[src/hdl/ldtp_cfg.svh]
// Constants of the display timing and power control block
`ifndef LDTP_CFG_SVH
`define LDTP_CFG_SVH

`define LDTP_ROW_BITS      132
`define LDTP_SEG_COUNT     133
`define LDTP_LINE_BITS     6
`define LDTP_PWR_BITS      3
`define LDTP_DIV_BITS      8
`define LDTP_LINE_DIV      8'h40
`define LDTP_DUTY_LINES    6'h21
`define LDTP_PWR_RST       3'h0
`define LDTP_START_RST     6'h00
`define LDTP_PWR_BOOST_BIT 2
`define LDTP_PWR_REG_BIT   1
`define LDTP_PWR_FOL_BIT   0
`define LDTP_FIFO_DEPTH    16

`endif

[src/hdl/ldtp_pkg.sv]
// Types of the display timing and power control block
package ldtp_pkg;

  typedef enum logic [2:0] {
    LDTP_CMD_POWER,
    LDTP_CMD_DISP_ON,
    LDTP_CMD_REVERSE,
    LDTP_CMD_ALL_ON,
    LDTP_CMD_START_LINE
  } ldtp_cmd_e;

  typedef enum logic [1:0] {
    LDTP_LVL_V0,
    LDTP_LVL_V2,
    LDTP_LVL_V3,
    LDTP_LVL_V5
  } ldtp_level_e;

endpackage : ldtp_pkg

[src/hdl/ldtp_fifo.sv]
// Row buffer between display RAM read port and the row latch
`timescale 1ns/1ns
`default_nettype none

module ldtp_fifo #(
  parameter int WIDTH = 133,
  parameter int DEPTH = 16
) (
  input  wire logic             ref_clk,
  input  wire logic             arst_n,
  input  wire logic             in_valid,
  output logic                  in_ready,
  input  wire logic [WIDTH-1:0] in_data,
  output logic                  out_valid,
  input  wire logic             out_ready,
  output logic      [WIDTH-1:0] out_data
);

  localparam int AW = $clog2(DEPTH);

  logic [WIDTH-1:0] mem_r [DEPTH];
  logic [AW:0]      wr_ptr_r;
  logic [AW:0]      wr_ptr_nxt;
  logic [AW:0]      rd_ptr_r;
  logic [AW:0]      rd_ptr_nxt;
  logic             push;
  logic             pop;

  // Extra pointer bit tells full from empty
  assign in_ready  = !((wr_ptr_r[AW] != rd_ptr_r[AW]) &&
                       (wr_ptr_r[AW-1:0] == rd_ptr_r[AW-1:0]));
  assign out_valid = (wr_ptr_r != rd_ptr_r);
  assign push      = in_valid && in_ready;
  assign pop       = out_valid && out_ready;
  assign out_data  = mem_r[rd_ptr_r[AW-1:0]];

  always_comb
  begin
    wr_ptr_nxt = wr_ptr_r;
    rd_ptr_nxt = rd_ptr_r;
    if (push)
    begin
      wr_ptr_nxt = wr_ptr_r + 1'b1;
    end
    if (pop)
    begin
      rd_ptr_nxt = rd_ptr_r + 1'b1;
    end
  end

  always_ff @(posedge ref_clk or negedge arst_n)
  begin
    if (!arst_n)
    begin
      wr_ptr_r <= '0;
      rd_ptr_r <= '0;
    end
    else
    begin
      wr_ptr_r <= wr_ptr_nxt;
      rd_ptr_r <= rd_ptr_nxt;
    end
  end

  // Storage carries no reset; only pointers define validity
  always_ff @(posedge ref_clk)
  begin
    if (push)
    begin
      mem_r[wr_ptr_r[AW-1:0]] <= in_data;
    end
  end

endmodule : ldtp_fifo

`default_nettype wire

[src/hdl/ldtp_seg_mux.sv]
// Segment drive level multiplexer fed by the row latch
`timescale 1ns/1ns
`default_nettype none

`include "ldtp_cfg.svh"

module ldtp_seg_mux (
  input  wire logic                          ref_clk,
  input  wire logic                          arst_n,
  input  wire logic [`LDTP_SEG_COUNT-1:0]    row,
  input  wire logic                          ac_phase,
  input  wire logic                          com_active,
  input  wire logic                          reverse,
  input  wire logic                          all_on,
  output logic      [2*`LDTP_SEG_COUNT-1:0]  segment_output
);

  logic [2*`LDTP_SEG_COUNT-1:0] seg_r;
  logic [2*`LDTP_SEG_COUNT-1:0] seg_nxt;

  function automatic ldtp_pkg::ldtp_level_e level_of(
    input logic lit,
    input logic phase
  );
    if (phase)
    begin
      level_of = lit ? ldtp_pkg::LDTP_LVL_V0 : ldtp_pkg::LDTP_LVL_V2;
    end
    else
    begin
      level_of = lit ? ldtp_pkg::LDTP_LVL_V5 : ldtp_pkg::LDTP_LVL_V3;
    end
  endfunction : level_of

  always_comb
  begin
    logic lit;
    lit     = 1'b0;
    seg_nxt = '0;
    for (int i = 0; i < `LDTP_SEG_COUNT; i++)
    begin
      lit = com_active && (all_on || (row[i] ^ reverse));
      seg_nxt[2*i +: 2] = level_of(lit, ac_phase);
    end
  end

  always_ff @(posedge ref_clk or negedge arst_n)
  begin
    if (!arst_n)
    begin
      seg_r <= '0;
    end
    else
    begin
      seg_r <= seg_nxt;
    end
  end

  assign segment_output = seg_r;

endmodule : ldtp_seg_mux

`default_nettype wire

[src/hdl/ldtp_timing.sv]
// Display timing, row latch and power enable control
//
// Behaviour
// - Line clock advances line counter and strobes the row latch.
// - Each line clock latches one 133-bit row (132 RAM bits plus icon) and drives segments; a tick with an empty buffer latches nothing.
// - Row fetch uses its own RAM read port, independent of host.
// - AC toggle derived from line clock, period of two frames.
// - Slave mode takes AC toggle and line clock as inputs.
// - AC toggle change gives high scan start pulse at line clock fall.
// - Scan start driven only in master, released in slave.
// - Master divides oscillator to line clock and drives it out.
// - Latch holds one row for exactly one common scan period; an empty buffer at a tick keeps the old row another line.
// - Reverse, on/off, all-on affect output path only, not RAM.
// - Each of 133 segments picks one of four levels.
// - Oscillator runs only in master mode.
// - Power command loads three-bit enable field.
// - Bit 2 booster, bit 1 regulator, bit 0 follower, high on.
// - Booster runs only while oscillator runs.
// - Built-in supply usable only in master mode.
// - AC toggle change presets line counter from start line.
// - Line counter increments once per line clock, gives row address.
`timescale 1ns/1ns
`default_nettype none

`include "ldtp_cfg.svh"

module ldtp_timing (
  input  wire logic                           ref_clk,
  input  wire logic                           arst_n,
  input  wire logic                           master_mode,
  input  wire logic                           cmd_valid,
  input  wire logic [2:0]                     cmd_op,
  input  wire logic [5:0]                     cmd_arg,
  output logic                                ram_row_req,
  output logic      [`LDTP_LINE_BITS-1:0]     ram_row_addr,
  input  wire logic                           ram_row_valid,
  output logic                                ram_row_ready,
  input  wire logic [`LDTP_ROW_BITS-1:0]      ram_row_data,
  input  wire logic                           ram_icon_bit,
  input  wire logic                           display_line_clock_i,
  output logic                                display_line_clock_o,
  output logic                                display_line_clock_oe,
  input  wire logic                           lcd_ac_toggle_i,
  output logic                                lcd_ac_toggle_o,
  output logic                                lcd_ac_toggle_oe,
  input  wire logic                           display_off_sync_i,
  output logic                                display_off_sync_o,
  output logic                                display_off_sync_oe,
  output logic                                common_scan_start_o,
  output logic                                common_scan_start_oe,
  output logic                                osc_running,
  output logic                                booster_en,
  output logic                                regulator_en,
  output logic                                follower_en,
  output logic      [`LDTP_PWR_BITS-1:0]      power_circuit_enables,
  output logic      [2*`LDTP_SEG_COUNT-1:0]   segment_output
);

  ////////////////////////////////////////////////////////////////////////
  // Pin synchronisers

  logic ms_s1_r;
  logic ms_s2_r;
  logic cl_s1_r;
  logic cl_s2_r;
  logic cl_s3_r;
  logic fr_s1_r;
  logic fr_s2_r;
  logic dof_s1_r;
  logic dof_s2_r;
  logic master;

  always_ff @(posedge ref_clk or negedge arst_n)
  begin
    if (!arst_n)
    begin
      ms_s1_r  <= 1'b0;
      ms_s2_r  <= 1'b0;
      cl_s1_r  <= 1'b0;
      cl_s2_r  <= 1'b0;
      cl_s3_r  <= 1'b0;
      fr_s1_r  <= 1'b0;
      fr_s2_r  <= 1'b0;
      dof_s1_r <= 1'b0;
      dof_s2_r <= 1'b0;
    end
    else
    begin
      ms_s1_r  <= master_mode;
      ms_s2_r  <= ms_s1_r;
      cl_s1_r  <= display_line_clock_i;
      cl_s2_r  <= cl_s1_r;
      cl_s3_r  <= cl_s2_r;
      fr_s1_r  <= lcd_ac_toggle_i;
      fr_s2_r  <= fr_s1_r;
      dof_s1_r <= display_off_sync_i;
      dof_s2_r <= dof_s1_r;
    end
  end

  assign master = ms_s2_r;

  ////////////////////////////////////////////////////////////////////////
  // Command registers

  logic [`LDTP_PWR_BITS-1:0]  pwr_r;
  logic [`LDTP_PWR_BITS-1:0]  pwr_nxt;
  logic                       disp_on_r;
  logic                       disp_on_nxt;
  logic                       reverse_r;
  logic                       reverse_nxt;
  logic                       all_on_r;
  logic                       all_on_nxt;
  logic [`LDTP_LINE_BITS-1:0] start_r;
  logic [`LDTP_LINE_BITS-1:0] start_nxt;

  always_comb
  begin
    pwr_nxt     = pwr_r;
    disp_on_nxt = disp_on_r;
    reverse_nxt = reverse_r;
    all_on_nxt  = all_on_r;
    start_nxt   = start_r;
    if (cmd_valid)
    begin
      unique case (cmd_op)
        ldtp_pkg::LDTP_CMD_POWER:      pwr_nxt = cmd_arg[`LDTP_PWR_BITS-1:0];
        ldtp_pkg::LDTP_CMD_DISP_ON:    disp_on_nxt = cmd_arg[0];
        ldtp_pkg::LDTP_CMD_REVERSE:    reverse_nxt = cmd_arg[0];
        ldtp_pkg::LDTP_CMD_ALL_ON:     all_on_nxt = cmd_arg[0];
        ldtp_pkg::LDTP_CMD_START_LINE: start_nxt = cmd_arg;
        default:                       pwr_nxt = pwr_r;
      endcase
    end
  end

  always_ff @(posedge ref_clk or negedge arst_n)
  begin
    if (!arst_n)
    begin
      pwr_r     <= `LDTP_PWR_RST;
      disp_on_r <= 1'b0;
      reverse_r <= 1'b0;
      all_on_r  <= 1'b0;
      start_r   <= `LDTP_START_RST;
    end
    else
    begin
      pwr_r     <= pwr_nxt;
      disp_on_r <= disp_on_nxt;
      reverse_r <= reverse_nxt;
      all_on_r  <= all_on_nxt;
      start_r   <= start_nxt;
    end
  end

  ////////////////////////////////////////////////////////////////////////
  // Line clock, AC toggle and scan start

  logic [`LDTP_DIV_BITS-1:0]  div_r;
  logic [`LDTP_DIV_BITS-1:0]  div_nxt;
  logic                       cl_r;
  logic                       cl_nxt;
  logic [`LDTP_LINE_BITS-1:0] frame_line_r;
  logic [`LDTP_LINE_BITS-1:0] frame_line_nxt;
  logic                       fr_r;
  logic                       fr_nxt;
  logic                       fr_seen_r;
  logic                       dyo_r;
  logic                       dyo_nxt;
  logic                       div_wrap;
  logic                       line_tick;
  logic                       fr_now;
  logic                       fr_chg;

  assign div_wrap = (div_r == `LDTP_LINE_DIV - 8'h01);
  // line clock falling edge is the line event
  assign line_tick = master ? (div_wrap && cl_r) : (cl_s3_r && !cl_s2_r);
  assign fr_now = master ? fr_r : fr_s2_r;
  assign fr_chg = (fr_now != fr_seen_r);

  always_comb
  begin
    div_nxt        = div_r;
    cl_nxt         = cl_r;
    frame_line_nxt = frame_line_r;
    fr_nxt         = fr_r;
    dyo_nxt        = dyo_r;
    if (!master)
    begin
      div_nxt        = '0;
      cl_nxt         = 1'b0;
      frame_line_nxt = '0;
      dyo_nxt        = 1'b0;
    end
    else
    begin
      div_nxt = div_wrap ? '0 : div_r + 8'h01;
      if (div_wrap)
      begin
        cl_nxt = !cl_r;
      end
      if (line_tick)
      begin
        dyo_nxt = 1'b0;
        if (frame_line_r == `LDTP_DUTY_LINES - 6'h01)
        begin
          frame_line_nxt = '0;
          fr_nxt         = !fr_r;
          // pulse at trailing edge, same cycle as toggle
          dyo_nxt        = 1'b1;
        end
        else
        begin
          frame_line_nxt = frame_line_r + 6'h01;
        end
      end
    end
  end

  always_ff @(posedge ref_clk or negedge arst_n)
  begin
    if (!arst_n)
    begin
      div_r        <= '0;
      cl_r         <= 1'b0;
      frame_line_r <= '0;
      fr_r         <= 1'b0;
      fr_seen_r    <= 1'b0;
      dyo_r        <= 1'b0;
    end
    else
    begin
      div_r        <= div_nxt;
      cl_r         <= cl_nxt;
      frame_line_r <= frame_line_nxt;
      fr_r         <= fr_nxt;
      fr_seen_r    <= fr_now;
      dyo_r        <= dyo_nxt;
    end
  end

  ////////////////////////////////////////////////////////////////////////
  // Line counter and row fetch

  logic [`LDTP_LINE_BITS-1:0] lc_r;
  logic [`LDTP_LINE_BITS-1:0] lc_nxt;
  logic                       req_r;
  logic                       req_nxt;

  always_comb
  begin
    lc_nxt = lc_r;
    if (fr_chg)
    begin
      lc_nxt = start_r;
    end
    else if (line_tick)
    begin
      lc_nxt = lc_r + 6'h01;
    end
    // private read port, one request per line tick and one on AC change
    req_nxt = line_tick || fr_chg;
  end

  always_ff @(posedge ref_clk or negedge arst_n)
  begin
    if (!arst_n)
    begin
      lc_r  <= '0;
      req_r <= 1'b0;
    end
    else
    begin
      lc_r  <= lc_nxt;
      req_r <= req_nxt;
    end
  end

  assign ram_row_req  = req_r;
  assign ram_row_addr = lc_r;

  ////////////////////////////////////////////////////////////////////////
  // Row buffer and latch

  logic [`LDTP_SEG_COUNT-1:0] buf_out;
  logic                       buf_valid;
  logic                       buf_pop;
  logic [`LDTP_SEG_COUNT-1:0] latch_r;
  logic [`LDTP_SEG_COUNT-1:0] latch_nxt;

  // Rows wait in the buffer so a slow RAM port never stalls timing
  ldtp_fifo #(
    .WIDTH (`LDTP_SEG_COUNT),
    .DEPTH (`LDTP_FIFO_DEPTH)
  ) u_fifo (
    .ref_clk   (ref_clk),
    .arst_n    (arst_n),
    .in_valid  (ram_row_valid),
    .in_ready  (ram_row_ready),
    .in_data   ({ram_icon_bit, ram_row_data}),
    .out_valid (buf_valid),
    .out_ready (buf_pop),
    .out_data  (buf_out)
  );

  assign buf_pop = line_tick && buf_valid;

  always_comb
  begin
    latch_nxt = latch_r;
    // latch once per line, hold until next
    if (buf_pop)
    begin
      latch_nxt = buf_out;
    end
  end

  always_ff @(posedge ref_clk or negedge arst_n)
  begin
    if (!arst_n)
    begin
      latch_r <= '0;
    end
    else
    begin
      latch_r <= latch_nxt;
    end
  end

  ldtp_seg_mux u_seg (
    .ref_clk        (ref_clk),
    .arst_n         (arst_n),
    .row            (latch_r),
    .ac_phase       (fr_now),
    .com_active     (master ? disp_on_r : !dof_s2_r),
    .reverse        (reverse_r),
    .all_on         (all_on_r),
    .segment_output (segment_output)
  );

  ////////////////////////////////////////////////////////////////////////
  // Pins and power enables

  // drive link pins only as master
  assign display_line_clock_o  = cl_r;
  assign display_line_clock_oe = master;
  assign lcd_ac_toggle_o       = fr_r;
  assign lcd_ac_toggle_oe      = master;
  assign display_off_sync_o    = !disp_on_r;
  assign display_off_sync_oe   = master;
  assign common_scan_start_o   = dyo_r;
  assign common_scan_start_oe  = master;

  assign osc_running           = master;
  assign power_circuit_enables = pwr_r;
  assign booster_en   = master && osc_running && pwr_r[`LDTP_PWR_BOOST_BIT];
  assign regulator_en = master && pwr_r[`LDTP_PWR_REG_BIT];
  assign follower_en  = master && pwr_r[`LDTP_PWR_FOL_BIT];

endmodule : ldtp_timing

`default_nettype wire

[config.mk]
export PLATFORM = sky130hd
export DESIGN_NAME = ldtp_timing
export DESIGN_NICKNAME = d
export VERILOG_FILES = /design/src/hdl/ldtp_pkg.sv /design/src/hdl/ldtp_fifo.sv /design/src/hdl/ldtp_seg_mux.sv /design/src/hdl/ldtp_timing.sv
export VERILOG_INCLUDE_DIRS = /design/src /design/src/hdl
export SDC_FILE = /design/constraint.sdc
export NUM_CORES = 2
export LEC_CHECK = 0
export ABC_AREA = 1
export ABC_CLOCK_PERIOD_IN_PS = 12990
export BUFFER_PORTS_ARGS = -buffer_cell sky130_fd_sc_hd__buf_2
export CORE_ASPECT_RATIO = 2
export CORE_MARGIN = 2
export CORE_UTILIZATION = 62
export CTS_CLUSTER_DIAMETER = 120
export DETAILED_ROUTE_END_ITERATION = 10
export PLACE_DENSITY_LB_ADDON = 0.08
export SLEW_MARGIN = 15
export SYNTH_ARGS = -nofsm -noshare
export SYNTH_HDL_FRONTEND = slang
export SYNTH_SLANG_ARGS = --single-unit
[constraint.sdc]
create_clock -name ref_clk -period 12.99 [get_ports ref_clk]
set_input_delay 1.299 -clock ref_clk [delete_from_list [all_inputs] [get_ports ref_clk]]
set_output_delay 1.299 -clock ref_clk [all_outputs]
set_load 0.05 [all_outputs]
**After elaboration in Yosys (flattened, before gate mapping)**

Memories as Yosys holds them, arrays and structs flattened. A register that Yosys moved wholly into a read port is not among the register bits.
Index checks and enable logic that the tools add are counted.
W data, S select, Z words.

- Register bits: 322
- RAM bits: 2128
- Input bits: 150
- Output and inout port bits: 289
- Word-level logic and storage cells: 883
- Memories kept: 1

Memory list:

| name | words | width | read ports | clocked after memory_dff | write ports | RTL line | source |
|---|---|---|---|---|---|---|---|
| u_fifo.mem_r | 16 | 133 | 1 | 1 | 1 | ldtp_fifo.sv:21 | `logic [WIDTH-1:0] mem_r [DEPTH];` |

- $add $sub $neg: 5
- Equality and inequality tests: 12
- Muxes and demuxes: 416
- Bitwise gates (word level): 133
- Reductions and logical operators: 291

Operators by type and width:

| cell | number |
|---|---|
| $mux W1 | 276 |
| $mux W2 | 133 |
| $logic_and A1 B1 Y1 | 142 |
| $logic_or A1 B1 Y1 | 134 |
| $xor A1 B1 Y1 | 133 |
| $mux W6 | 5 |
| $mux W8 | 2 |
| $add A6 B1 Y6 const B | 2 |
| $add A5 B1 Y5 const B | 2 |
| $reduce_and A2 Y1 | 5 |
| $add A8 B1 Y8 const B | 1 |
| $eq A8 B6 Y1 const B | 1 |
| $logic_not A1 Y1 | 7 |
| $eq A3 B2 Y1 const B | 2 |
| $eq A6 B6 Y1 const B | 1 |
| $ne A5 B5 Y1 | 1 |
| $eq A4 B4 Y1 | 1 |
| $ne A2 B1 Y1 const B | 2 |
| $eq A3 B1 Y1 const B | 1 |
| $eq A3 B3 Y1 const B | 1 |
| $logic_not A3 Y1 | 1 |
| $reduce_and A3 Y1 | 1 |
| $ne A1 B1 Y1 | 2 |
| $reduce_bool A2 Y1 | 1 |

**Depth between registers and ports, before layout**

- Word-level depth: 6
- Depth in mapped cells: 14
- Mapped depth without buffers: 11

**Hierarchy**

From an unflattened synthesis, not the netlist that was laid out.

- Cells, all modules: 9586
- Area, all modules: 102329.4 um^2

Modules (own cells, without submodules):

| module | instances | cells an instance | area an instance (um^2) | sequential area each (um^2) |
|---|---|---|---|---|
| ldtp_fifo | 1 | 7335 | 85742.2 | 64151.5 |
| ldtp_seg_mux | 1 | 1435 | 9217.6 | 3353.2 |
| ldtp_timing | 1 | 816 | 7369.6 | 4479.3 |

**Least setup slack after synthesis**

No wires, ideal clock.

- Path kind: input-to-reg
- Start: in ram_row_valid
- End: mem u_fifo.mem_r[12][0], enable pin
- Library setup time: 0.789 ns
- Data arrival time: 10.572 ns
- Required time: 12.201 ns
- Slack: 1.630 ns
- Stages: 3
- Buffers on the path: 1
- Path through: nand2_1 -> buf_2 -> nor3_1

- Longest elaborated chain between the ends: 3

RTL lines:

| item | RTL line | source |
|---|---|---|
| start, declared | ldtp_timing.sv:36 | `input wire logic ram_row_valid,` |
| $logic_and A1 B1 Y1 | ldtp_fifo.sv:33 | `assign push = in_valid && in_ready;` |
| $mux W1 | ldtp_fifo.sv:68 | `if (push)` |
| $mux W1 (not written as such) | ldtp_fifo.sv:70 | `mem_r[wr_ptr_r[AW-1:0]] <= in_data;` |
| end, declared | ldtp_fifo.sv:21 |  |

No other way between the ends.

**Worst setup path in the final report**

- Start: reg u_fifo.rd_ptr_r[0]
- End: mem u_fifo.mem_r[13][79], enable pin

- Longest elaborated chain between the ends: 6

RTL lines:

| item | RTL line | source |
|---|---|---|
| start, declared | ldtp_fifo.sv:24 | `logic [AW:0] rd_ptr_r;` |
| start signal, assigned | ldtp_fifo.sv:61 | `rd_ptr_r <= rd_ptr_nxt;` |
| $eq A4 B4 Y1 | ldtp_fifo.sv:31 | `(wr_ptr_r[AW-1:0] == rd_ptr_r[AW-1:0]));` |
| $logic_and A1 B1 Y1 | ldtp_fifo.sv:30 | `assign in_ready = !((wr_ptr_r[AW] != rd_ptr_r[AW]) &&` |
| $logic_not A1 Y1 | ldtp_fifo.sv:30 |  |
| $logic_and A1 B1 Y1 | ldtp_fifo.sv:33 |  |
| $mux W1 | ldtp_fifo.sv:68 |  |
| $mux W1 (not written as such) | ldtp_fifo.sv:70 |  |

No other way between the ends.

==> out/metrics.yaml <==
outcome:
  outcome: "complete, but fails checks"
  violations: "slew limit"
clocking:
  clockBufferDepth: 4
  worst_skew_pair.late_latency_ns: 0.88
  postCtsHoldBufs: 0
  cts_made_buffers: 210
  htree_num_levels: 4
  cts_root_buf: "clkbuf_16"
  post_cts_resized: 0
  clkTransAtPathRegs_ns: 0.07
  cts_setup_buffers: 0
  cts_tree: "yes"
  numClockSinks: 2451
sta:
  finalCriticalPeriod_ns: 5.42
  worst_slew_pin_slew_ns: 1.51
  relSlewSlack_pct: -0.408
  period_share_pct: 41.7
  setup_viol: 0
  clock.fmax_mhz: 184
  rsz0062_at_grt: "false"
  tns_ns: 0
  clock_skew_ns: 0.0370
  finalHoldViolCount: 0
  maxSlewViolCount: 26
placed_design:
  place_congestion: 0.821
  portBuffers: 438
  dp_cells: 12900
  hpwl_um: 156000
global_routing:
  grt_use_total_pct: 32.1
  grt_first_pass_wirelength_um: 428000
  antenna_found_initial: 44
  grt_max_degree: 220
  grt_pass1_vias: 72700
  grt-ovfl-total: 0
synth:
  ys_warn_count: 0
  yosysTopAreaCellShare_pct: 59.4
  ys_seq_elements: 2451
  syn_nets: 10800
  synth_area_leaders: "edfxtp_1, nand2_1, dfrtp_1"
  postSynthCellCount: 10700
  ys_types: 28
  synth_area_um2: 108000
  synth_area_leader_cell: "edfxtp_1"
  synth_seq_area_share_pct: 66.9
  syn_area_per_cell_um2: 10.1
route:
  wl_um: 284000
  first_pass_iters: 7
  num_vias: 73000
  routed_via_density: 5.50
  ant_nets: 0
  wl_per_cell_um: 21.4
  drc: 0
  dr.first_iter.drc_count: 7295
finish:
  fin_cells: 13300
  layout_common_cells: "nand2_1, edfxtp_1, inv_1, nand3_1, buf_2"
  multi_input_area_um2: 24400
  drive_above_1_share_pct: 8.14
  syn_to_final_growth_pct: 8.69
  fillers: 12800
  fin_nets: 10900
  seq_area_um2: 72000
  final_common_cell: "nand2_1"
pwr:
  p_leak_nw: 53.1
  ir_worst_vdd_mv: 0.219
  power.density_nw_per_um2: 204
critical_path:
  worstSetupPathType: "reg -> reg"
  critical_path_required_ns: 13.46
  cp_data_arrival_time_ns: 5.89
  cp_max_fo: 180
  end_kind: "register"
  rrSetupSlack_ns: 7.57
  start_kind: "register"
floorplanning:
  rows: 216
  dieWidth_um: 299
  fp.dieArea_um2: 177000
  start_util_pct: 62.3
  core_area_um2: 173000
  io_pins: 439
  die_h_um: 593
flow_run:
  drv_cap: 0
worst_hold_path:
  hp-class: "reg -> reg"
-- metrics by stage --
step | setup WS (ns) | area [µm²] | util (%) | power, W | hold WS, ns
3_5_place_dp | 7.75 | 110000 | 63.7 | 0.0176 | 0.341
6_report | 7.57 | 117000 | 67.7 | 0.0239 | 0.353
5_1_grt | 7.37 | 117000 | 67.7 | 0.0250 | 0.365
3_3_place_gp | 7.82 | 110000 | 63.7 | 0.0175 | 0.341
4_1_cts | 7.72 | 117000 | 67.7 | 0.0239 | 0.355
2_1_floorplan | 1.63 | 108000 | - | 0.0155 | 0.331
-- synthesized netlist by cell type --
cell type  instances
xnor2_1            9
mux2_2             1
clkbuf_1          78
nand3_2            1
nor2_2             1
clkinv_1          41
nand3_1         1345
xor2_1           277
nor3_1            19
nand2_2            1
nand3b_1           4
inv_1           1984
o21ai_2            1
a21oi_1            6
nand2_1         3690
buf_4            160
nor2_1            17
buf_2            372
inv_2             15
buf_1             27
dfrtp_1          323
nor2_4             2
ha_1               9
buf_6             19
o22ai_1            2
edfxtp_1        2128
nand4_4            1
o21ai_0          156
-- report_power, final --
part           leakage, nW  switching, W  internal, W  total (W)
Sequential            23.3      0.000487      0.00948    0.00997
Clock                 3.34       0.00283      0.00350    0.00633
Combinational         26.5       0.00562      0.00194    0.00756
-- registers in the layout, summed over array words and instances (netlist names), 3 cells and up --
name	cells
u_fifo.wr_ptr_r	5
latch_r	133
ram_row_addr	6
u_fifo.mem_r	2128
start_r	6
u_seg.segment_output	134
div_r	8
frame_line_r	6
power_circuit_enables	3
u_fifo.rd_ptr_r	5
-- cell families (layout without fill, tap and decap cells) --
logic type / after synthesis / after routing / share of synthesized area, %
AND/OR/NAND/NOR: 5081 / 5081 / 19.4
buffers and inverters: 2696 / 2960 / 10.5
flip-flops: 2451 / 2451 / 66.9
XOR/XNOR: 286 / 286 / 2.33
AO/OA/AOI/OAI: 165 / 165 / 0.773
adder cells (fa/ha/maj): 9 / 9 / 0.105
multiplexers: 1 / 1 / 0.0105
other: 0 / 26 / 0
-- routing by layer --
layer / global-route usage [%] / up-vias / part of all wire [%]
met2: 58.1 / 3072 / 52
met3: 3.67 / 776 / 6.4
met4: 17.1 / 10 / 5.4
met1: 37.3 / 35500 / 36
met5: 0 / - / 0.022
li1: - / 33600 / -
-- critical path: stages (launching register included) --
cell      delay [ns]
dfrtp_4         0.73
inv_8           0.82
nand2_1         0.10
nand2_1         0.11
nor2_1          0.06
nand3b_1        0.10
nand2_1         0.56
nor3_2          0.33
buf_4           0.95
buf_4           0.90
-- layout make-up --
class | instances | area share [%]
Multi-Input combinational cell | 5542 | 20.9
Sequential cell | 2451 | 61.6
Clock buffer | 287 | 5.04
Tap cell | 2289 | 2.45
Antenna cell | 26 | 0.0556
Inverter | 2040 | 6.58
Timing Repair Buffer | 536 | 2.65
Clock inverter | 97 | 0.796
-- worst paths after layout --
kind	depth (start not counted)	start	endpoint
worst max-delay path	9	u_fifo.rd_ptr_r[0]$_DFFE_PN0P_	u_fifo.mem_r[13][79]$_DFFE_PP_
worst min-delay path	0	ms_s1_r$_DFF_PN0_	common_scan_start_oe$_DFF_PN0_
worst max register to register	9	u_fifo.rd_ptr_r[0]$_DFFE_PN0P_	u_fifo.mem_r[13][79]$_DFFE_PP_
worst min register to register	0	ms_s1_r$_DFF_PN0_	common_scan_start_oe$_DFF_PN0_
max in group asynchronous	2	arst_n	u_fifo.rd_ptr_r[2]$_DFFE_PN0P_
min in group asynchronous	1	arst_n	u_seg.segment_output[170]$_DFF_PN0_
No activity file was read; power rests on OpenSTA's default activity.
